==> src/design/uiv_pkg.sv <==
// uiv_pkg: shared constants of the usb endpoint interrupt vectoring block.
// assumes an 8-bit mcu data bus with 16-bit memory-mapped addresses.
package uiv_pkg;

  // register addresses on the mcu memory map
  localparam logic [15:0] ADDR_INTERRUPT_VECTOR = 16'hFFB2;
  localparam logic [15:0] ADDR_IN_ENDPOINT_PENDING = 16'hFFB3;
  localparam logic [15:0] ADDR_OUT_ENDPOINT_PENDING = 16'hFFB4;

  // register widths and reset values
  localparam int DATA_W = 8;
  localparam int CODE_W = 6;
  localparam int NUM_EP = 8;
  localparam logic [7:0] RESET_PENDING = 8'h00;
  localparam logic [7:0] RESET_VECTOR_REG = 8'h00;
  localparam logic [1:0] VECTOR_RSVD_BITS = 2'h0;
  localparam logic [7:0] READ_UNMAPPED = 8'h00;

  // number of source slots, one per code 00h..21h
  localparam int NUM_SRC = 34;

  // vector codes
  localparam logic [5:0] VEC_OUT_EP0 = 6'h00;
  localparam logic [5:0] VEC_IN_EP0 = 6'h08;
  localparam logic [5:0] VEC_SETUP_OVERWRITE = 6'h10;
  localparam logic [5:0] VEC_SETUP = 6'h12;
  localparam logic [5:0] VEC_PSEUDO_SOF = 6'h13;
  localparam logic [5:0] VEC_SOF = 6'h14;
  localparam logic [5:0] VEC_RESUME = 6'h15;
  localparam logic [5:0] VEC_SUSPEND = 6'h16;
  localparam logic [5:0] VEC_FUNC_RESET = 6'h17;
  localparam logic [5:0] VEC_CPORT_RX_FULL = 6'h18;
  localparam logic [5:0] VEC_CPORT_TX_EMPTY = 6'h19;
  localparam logic [5:0] VEC_I2C_RX_FULL = 6'h1C;
  localparam logic [5:0] VEC_I2C_TX_EMPTY = 6'h1D;
  localparam logic [5:0] VEC_EXTERNAL = 6'h1F;
  localparam logic [5:0] VEC_DMA0 = 6'h20;
  localparam logic [5:0] VEC_DMA1 = 6'h21;
  localparam logic [5:0] VEC_NONE = 6'h24;
  // highest code scanned in the plain descending part of the order
  localparam logic [5:0] VEC_SCAN_TOP = 6'h1D;

endpackage

==> src/design/uiv_pick.sv <==
// uiv_pick: fixed-priority choice of the code to present from the pending slots.
// assumes slot index equals vector code; reserved slots are held at zero by the caller.
module uiv_pick (
  input wire logic [uiv_pkg::NUM_SRC-1:0] pending_i,
  output logic [5:0] code_o
);

  // priority walk: endpoint zero first, then external, dma, then descending codes
  function automatic logic [5:0] pick_code(input logic [uiv_pkg::NUM_SRC-1:0] p);
    logic [5:0] c;
    c = uiv_pkg::VEC_NONE;
    for (int i = 1; i <= int'(uiv_pkg::VEC_SCAN_TOP); i++) begin
      if (p[i]) begin
        c = 6'(i); // higher codes overwrite lower ones
      end
    end
    if (p[uiv_pkg::VEC_DMA0]) begin
      c = uiv_pkg::VEC_DMA0;
    end
    if (p[uiv_pkg::VEC_DMA1]) begin
      c = uiv_pkg::VEC_DMA1;
    end
    if (p[uiv_pkg::VEC_EXTERNAL]) begin
      c = uiv_pkg::VEC_EXTERNAL;
    end
    if (p[uiv_pkg::VEC_OUT_EP0]) begin
      c = uiv_pkg::VEC_OUT_EP0;
    end
    if (p[uiv_pkg::VEC_IN_EP0]) begin
      c = uiv_pkg::VEC_IN_EP0;
    end
    return c;
  endfunction

  // no slot pending gives the idle code
  always_comb begin
    code_o = pick_code(pending_i);
  end

endmodule

==> src/design/uiv_top.sv <==
// uiv_top: interrupt aggregation and vectoring for the usb streaming controller.
// assumes one-cycle event pulses from the source blocks on mclk_i and an
// asynchronous external interrupt pin; register access by a simple mcu bus.
module uiv_top #(
  parameter int NUM_EP = uiv_pkg::NUM_EP
) (
  input wire logic mclk_i,
  input wire logic resetn_i,
  // mcu register access
  input wire logic [15:0] addr_i,
  input wire logic wr_i,
  input wire logic rd_i,
  input wire logic [7:0] wdata_i,
  output logic [7:0] rdata_o,
  output logic mcu_interrupt_request_o,
  // usb buffer manager completions and endpoint type
  input wire logic [NUM_EP-1:0] out_ep_done_i,
  input wire logic [NUM_EP-1:0] out_ep_iso_i,
  input wire logic [NUM_EP-1:0] in_ep_done_i,
  input wire logic [NUM_EP-1:0] in_ep_iso_i,
  // usb function events
  input wire logic setup_overwrite_i,
  input wire logic setup_i,
  input wire logic pseudo_sof_i,
  input wire logic sof_i,
  input wire logic resume_i,
  input wire logic suspend_i,
  input wire logic func_reset_i,
  // codec port, serial bus and dma events
  input wire logic cport_rx_full_i,
  input wire logic cport_tx_empty_i,
  input wire logic i2c_rx_full_i,
  input wire logic i2c_tx_empty_i,
  input wire logic dma0_i,
  input wire logic dma1_i,
  // external interrupt pin, asynchronous
  input wire logic ext_int_i
);

  logic [2:0] ext_sync;
  logic ext_level;
  logic ext_rise;
  logic [uiv_pkg::NUM_SRC-1:0] src_set;
  logic [uiv_pkg::NUM_SRC-1:0] pending;
  logic [uiv_pkg::NUM_SRC-1:0] next_pending;
  logic [5:0] vector_code;
  logic [5:0] next_code;
  logic vec_wr;
  logic vec_hold;

  // external pin: three stages, only stages two and three are compared
  always_ff @(posedge mclk_i or negedge resetn_i) begin
    if (!resetn_i) begin
      ext_sync <= 3'h0;
    end else begin
      ext_sync <= {ext_sync[1:0], ext_int_i};
    end
  end

  // settled level follows once the two late stages agree
  always_ff @(posedge mclk_i or negedge resetn_i) begin
    if (!resetn_i) begin
      ext_level <= 1'b0;
    end else if (ext_sync[1] == ext_sync[2]) begin
      ext_level <= ext_sync[2];
    end
  end

  // a settled rising edge latches the external source
  assign ext_rise = ext_sync[1] && ext_sync[2] && !ext_level;

  // gather one set strobe per code slot; reserved slots stay zero
  always_comb begin
    src_set = '0;
    for (int i = 0; i < NUM_EP; i++) begin
      src_set[int'(uiv_pkg::VEC_OUT_EP0) + i] = out_ep_done_i[i] && !out_ep_iso_i[i];
      src_set[int'(uiv_pkg::VEC_IN_EP0) + i] = in_ep_done_i[i] && !in_ep_iso_i[i];
    end
    src_set[uiv_pkg::VEC_SETUP_OVERWRITE] = setup_overwrite_i;
    src_set[uiv_pkg::VEC_SETUP] = setup_i;
    src_set[uiv_pkg::VEC_PSEUDO_SOF] = pseudo_sof_i;
    src_set[uiv_pkg::VEC_SOF] = sof_i;
    src_set[uiv_pkg::VEC_RESUME] = resume_i;
    src_set[uiv_pkg::VEC_SUSPEND] = suspend_i;
    src_set[uiv_pkg::VEC_FUNC_RESET] = func_reset_i;
    src_set[uiv_pkg::VEC_CPORT_RX_FULL] = cport_rx_full_i;
    src_set[uiv_pkg::VEC_CPORT_TX_EMPTY] = cport_tx_empty_i;
    src_set[uiv_pkg::VEC_I2C_RX_FULL] = i2c_rx_full_i;
    src_set[uiv_pkg::VEC_I2C_TX_EMPTY] = i2c_tx_empty_i;
    src_set[uiv_pkg::VEC_EXTERNAL] = ext_rise;
    src_set[uiv_pkg::VEC_DMA0] = dma0_i;
    src_set[uiv_pkg::VEC_DMA1] = dma1_i;
  end

  // any write to the vector address is an acknowledge, data ignored
  assign vec_wr = wr_i && (addr_i == uiv_pkg::ADDR_INTERRUPT_VECTOR);

  // clear the presented slot on acknowledge; a same-cycle set wins
  always_comb begin
    next_pending = pending;
    if (vec_wr && vector_code != uiv_pkg::VEC_NONE) begin
      next_pending[vector_code] = 1'b0;
    end
    next_pending = next_pending | src_set;
  end

  // pending slots; serial bus status bits live in their own block, untouched
  always_ff @(posedge mclk_i or negedge resetn_i) begin
    if (!resetn_i) begin
      pending <= '0;
    end else begin
      pending <= next_pending;
    end
  end

  uiv_pick u_pick (
    .pending_i(next_pending),
    .code_o(next_code)
  );

  // vector stays put while serviced so the ack hits the code software read
  assign vec_hold = (vector_code != uiv_pkg::VEC_NONE) && !vec_wr;

  // vector register: reload when idle or on acknowledge
  always_ff @(posedge mclk_i or negedge resetn_i) begin
    if (!resetn_i) begin
      vector_code <= uiv_pkg::VEC_NONE;
    end else if (!vec_hold) begin
      vector_code <= next_code;
    end
  end

  // request follows the presented vector, one cycle after a set
  always_ff @(posedge mclk_i or negedge resetn_i) begin
    if (!resetn_i) begin
      mcu_interrupt_request_o <= 1'b0;
    end else begin
      mcu_interrupt_request_o <= (vec_hold ? vector_code : next_code) != uiv_pkg::VEC_NONE;
    end
  end

  // read data registered; pending registers accept no writes
  always_ff @(posedge mclk_i or negedge resetn_i) begin
    if (!resetn_i) begin
      rdata_o <= uiv_pkg::READ_UNMAPPED;
    end else if (rd_i) begin
      case (addr_i)
        uiv_pkg::ADDR_INTERRUPT_VECTOR:
          rdata_o <= {uiv_pkg::VECTOR_RSVD_BITS, vector_code};
        uiv_pkg::ADDR_IN_ENDPOINT_PENDING:
          rdata_o <= pending[int'(uiv_pkg::VEC_IN_EP0) +: 8];
        uiv_pkg::ADDR_OUT_ENDPOINT_PENDING:
          rdata_o <= pending[int'(uiv_pkg::VEC_OUT_EP0) +: 8];
        default:
          rdata_o <= uiv_pkg::READ_UNMAPPED;
      endcase
    end
  end

endmodule

==> config.mk <==
export PLATFORM = sky130hd
export DESIGN_NAME = uiv_top
export DESIGN_NICKNAME = d
export VERILOG_FILES = /design/src/design/uiv_pkg.sv /design/src/design/uiv_pick.sv /design/src/design/uiv_top.sv
export SDC_FILE = /design/constraint.sdc
export NUM_CORES = 1
export LEC_CHECK = 0
export ABC_CLOCK_PERIOD_IN_PS = 5400
export BUFFER_PORTS_ARGS = -buffer_cell sky130_fd_sc_hd__buf_2
export CORE_MARGIN = 5
export CORE_UTILIZATION = 57
export DETAILED_ROUTE_END_ITERATION = 8
export PLACE_DENSITY = 0.86
export SYNTH_ARGS = -nofsm -noshare
export SYNTH_HDL_FRONTEND = slang
export SYNTH_SLANG_ARGS = --single-unit
==> constraint.sdc <==
create_clock -name mclk_i -period 5.4 [get_ports mclk_i]
set_clock_uncertainty 0.05 [all_clocks]
set_input_delay 0 -clock mclk_i [delete_from_list [all_inputs] [get_ports mclk_i]]
set_output_delay 0 -clock mclk_i [all_outputs]
set_load 0.02 [all_outputs]
==> run metrics <==
outcome finished clean; gp weighted congestion ~0.90; Leak 1.450 nW; clock sink count 52; Final min period roughly 3 ns; Crit Path Category register to register; Clock transition at path regs roughly 0.090 ns; Bufs on Longest Clock Path 2; Achievable Freq approximately 0.33 GHz; endpoints failing setup 0; Starting Density about three fifths; Slew Viols, Final 0; Port Buf Inserts 74; Post-synth EDFFs 0; CTS Root Cell clkbuf_8; Nets ~480; R2R depth 8; Slew @ Worst Pin between 0.9 and 1 ns; Setup crit end mcu_interrupt_request_o; top cell type's share of synthesized area approximately 41%; I/O pin count 83; first-pass GRT wire length 13900 um; Setup Total Neg Slack 0 ns; Max-Cap Viols 0; Detail Route Antenna Nets 0; die area approximately 6900 sq um; Skew-Pair Late Insertion Delay approximately 0.30 ns; CP Capture Type register; largest cells by area after synthesis dfrtp_1 41%, nor2_1 5.6%, a21oi_1 3.5%; TritonCTS clock tree built; Die H 82.84 um; crit-path max FO 12; Wirelength per Cell 17.62 um; Hold Startpoint out_ep_iso_i[3]; Mapped Cells between 300 and 400; synth-to-layout area growth 21.51%; count leader, synth dfrtp_1; leading area contributor after synthesis dfrtp_1; synthesized area per cell ~9.4 sq um; RSZ-0062 raised after global routing false; vias around 3000; DRT iter0 DRCs around 260; final period utilization between 50% and 60%; post-cts resize count 0; H-tree depth 2; CP Launch Point vector_code[1]; Hold Crit Depth 4; RR Endpoint mcu_interrupt_request_o; DRC 0; Site Rows 26; Worst Path Arrival about 3.2 ns; Req. time, crit path approximately 5.5 ns; post-synthesis cell type count 65; Syn Nets about 400; post-DP HPWL slightly above 6000 um; setup ws final ~2.3 ns; pin count of the biggest net entering global routing between 50 and 60; Syn. warnings 0; Worst R2R Setup Slack 2.34 ns; cts bufs inserted 5; Pre-Repair DR Iteration Count 5; Die Width slightly above 80 um; Startpoint Class register; pre-CTS setup slack around 2.1 ns; vias in the first global route ~2800; Pwr Density about 190 nW/um^2; mean number of vias per cell slightly above 6; Post-synth top cells 50 x dfrtp_1, 45 x nor2_1, 21 x a21oi_1, 20 x inv_1; GRT overflow 0; Seq/Total Area, Yosys a little over two fifths; share of cells above drive strength 1 27.52%; Netlist Area Pre-Place between 3000 and 4000 sq um; Global Route Usage Sum between 20% and 30%; Synth async-reset ratio 100.0%; reg2reg start vector_code[1]; filler instances between 400 and 500; final hold slack around 0.0058 ns; Core ar. around 5100 sq um; initial antenna violation count 0; final WL approximately 8400 um; ys flop type dfrtp_1; Max VDD drop 0.0001502 V; Final Hold Fails 0; Hold WC Path Type input port to register; Design Power just over 0.7 mW; Slew Limit Headroom 39.50%; Seq cells post-synth 52
-- metrics by stage --
| stage | area (sq um) | util (%) | std cells |
|---|---|---|---|
| finish | 3675 | 71.49 | 478 |
| global route | 3672 | 71.45 | 477 |
| CTS | 3672 | 71.45 | 477 |
| detailed placement | 3435 | 66.82 | 454 |
| global placement | 3435 | 66.82 | 454 |
| floorplan | 3024 | - | 322 |
-- sequential cells by signal, summed over array words and instances (netlist names) --
name / cells
mcu_interrupt_request_o: 1
ext_sync: 3
vector_code: 6
rdata_o: 8
pending: 33
ext_level: 1
-- what timing repair did --
| action | in CTS | in global routing |
|---|---|---|
| buffers inserted | 0 | 0 |
| hold buffers | 16 | 0 |
| hold endpoints to repair | 72 | 0 |
-- layout by cell type (no fill, tap or decap), drive strengths merged, types with 4 or more instances in the layout --
| cell | n |
|---|---|
| buf | 76 |
| dfrtp | 50 |
| nor2 | 45 |
| a21oi | 21 |
| inv | 20 |
| nor4 | 20 |
| nor2b | 16 |
| dlygate4sd3 | 16 |
| a31oi | 14 |
| nor3 | 13 |
| nand2 | 9 |
| o21ai | 8 |
| o22ai | 7 |
| a22oi | 6 |
| a222oi | 6 |
| nand3b | 6 |
| clkbuf | 6 |
| or3b | 6 |
| o31a | 4 |
| o21bai | 4 |
-- critical path, cell delays in order, from the launching register on --
cell and delay (ns):
dfrtp_1 0.52, or3b_2 0.59, or2_2 0.33, o31a_1 0.36, nor4_2 0.37, and3_1 0.26
nand3b_2 0.12, a31oi_1 0.19, nand4_1 0.13
-- final cells by class --
type / instances / area (sq um) / area share (%)
Antenna cell: 1 / 2.502 / 0.06810
Sequential cell: 52 / 1304 / 35.48
Tap cell: 70 / 87.58 / 2.383
Multi-Input combinational cell: 236 / 1583 / 43.07
Timing Repair Buffer: 92 / 545.5 / 14.85
Clock buffer: 6 / 72.57 / 1.975
Inverter: 20 / 75.07 / 2.043
Clock inverter: 1 / 5.005 / 0.1362
-- worst min path at each step --
stage                       end
floorplan             ext_level
global placement    ext_sync[0]
detailed placement  ext_sync[0]
CTS                  pending[3]
global route        pending[25]
finish               pending[3]
-- metal layers --
metal,vias up,global-route usage (%),share of wire (%)
met4,0,6.538,1.8
met5,-,0,0
met3,16,6.040,8.9
li1,1388,-,-
met1,1370,32.33,41
met2,182,39.72,48
-- report_power, final --
group	switching [mW]	total (mW)	internal, mW
registers	0.00998	0.406	0.396
clock network	0.123	0.211	0.0885
logic	0.0470	0.0879	0.0409
total	0.180	0.705	0.525
-- cells by family after synthesis --
group	after synthesis	share of synthesized area, %
AND/OR/NAND/NOR	140	29.00
AO/OA/AOI/OAI	93	22.22
flip-flops	52	43.11
buffers and inverters	34	4.551
multiplexers	2	0.7033
adder cells (fa/ha/maj)	1	0.4137
Note: power is estimated with default switching activity, not from simulation.
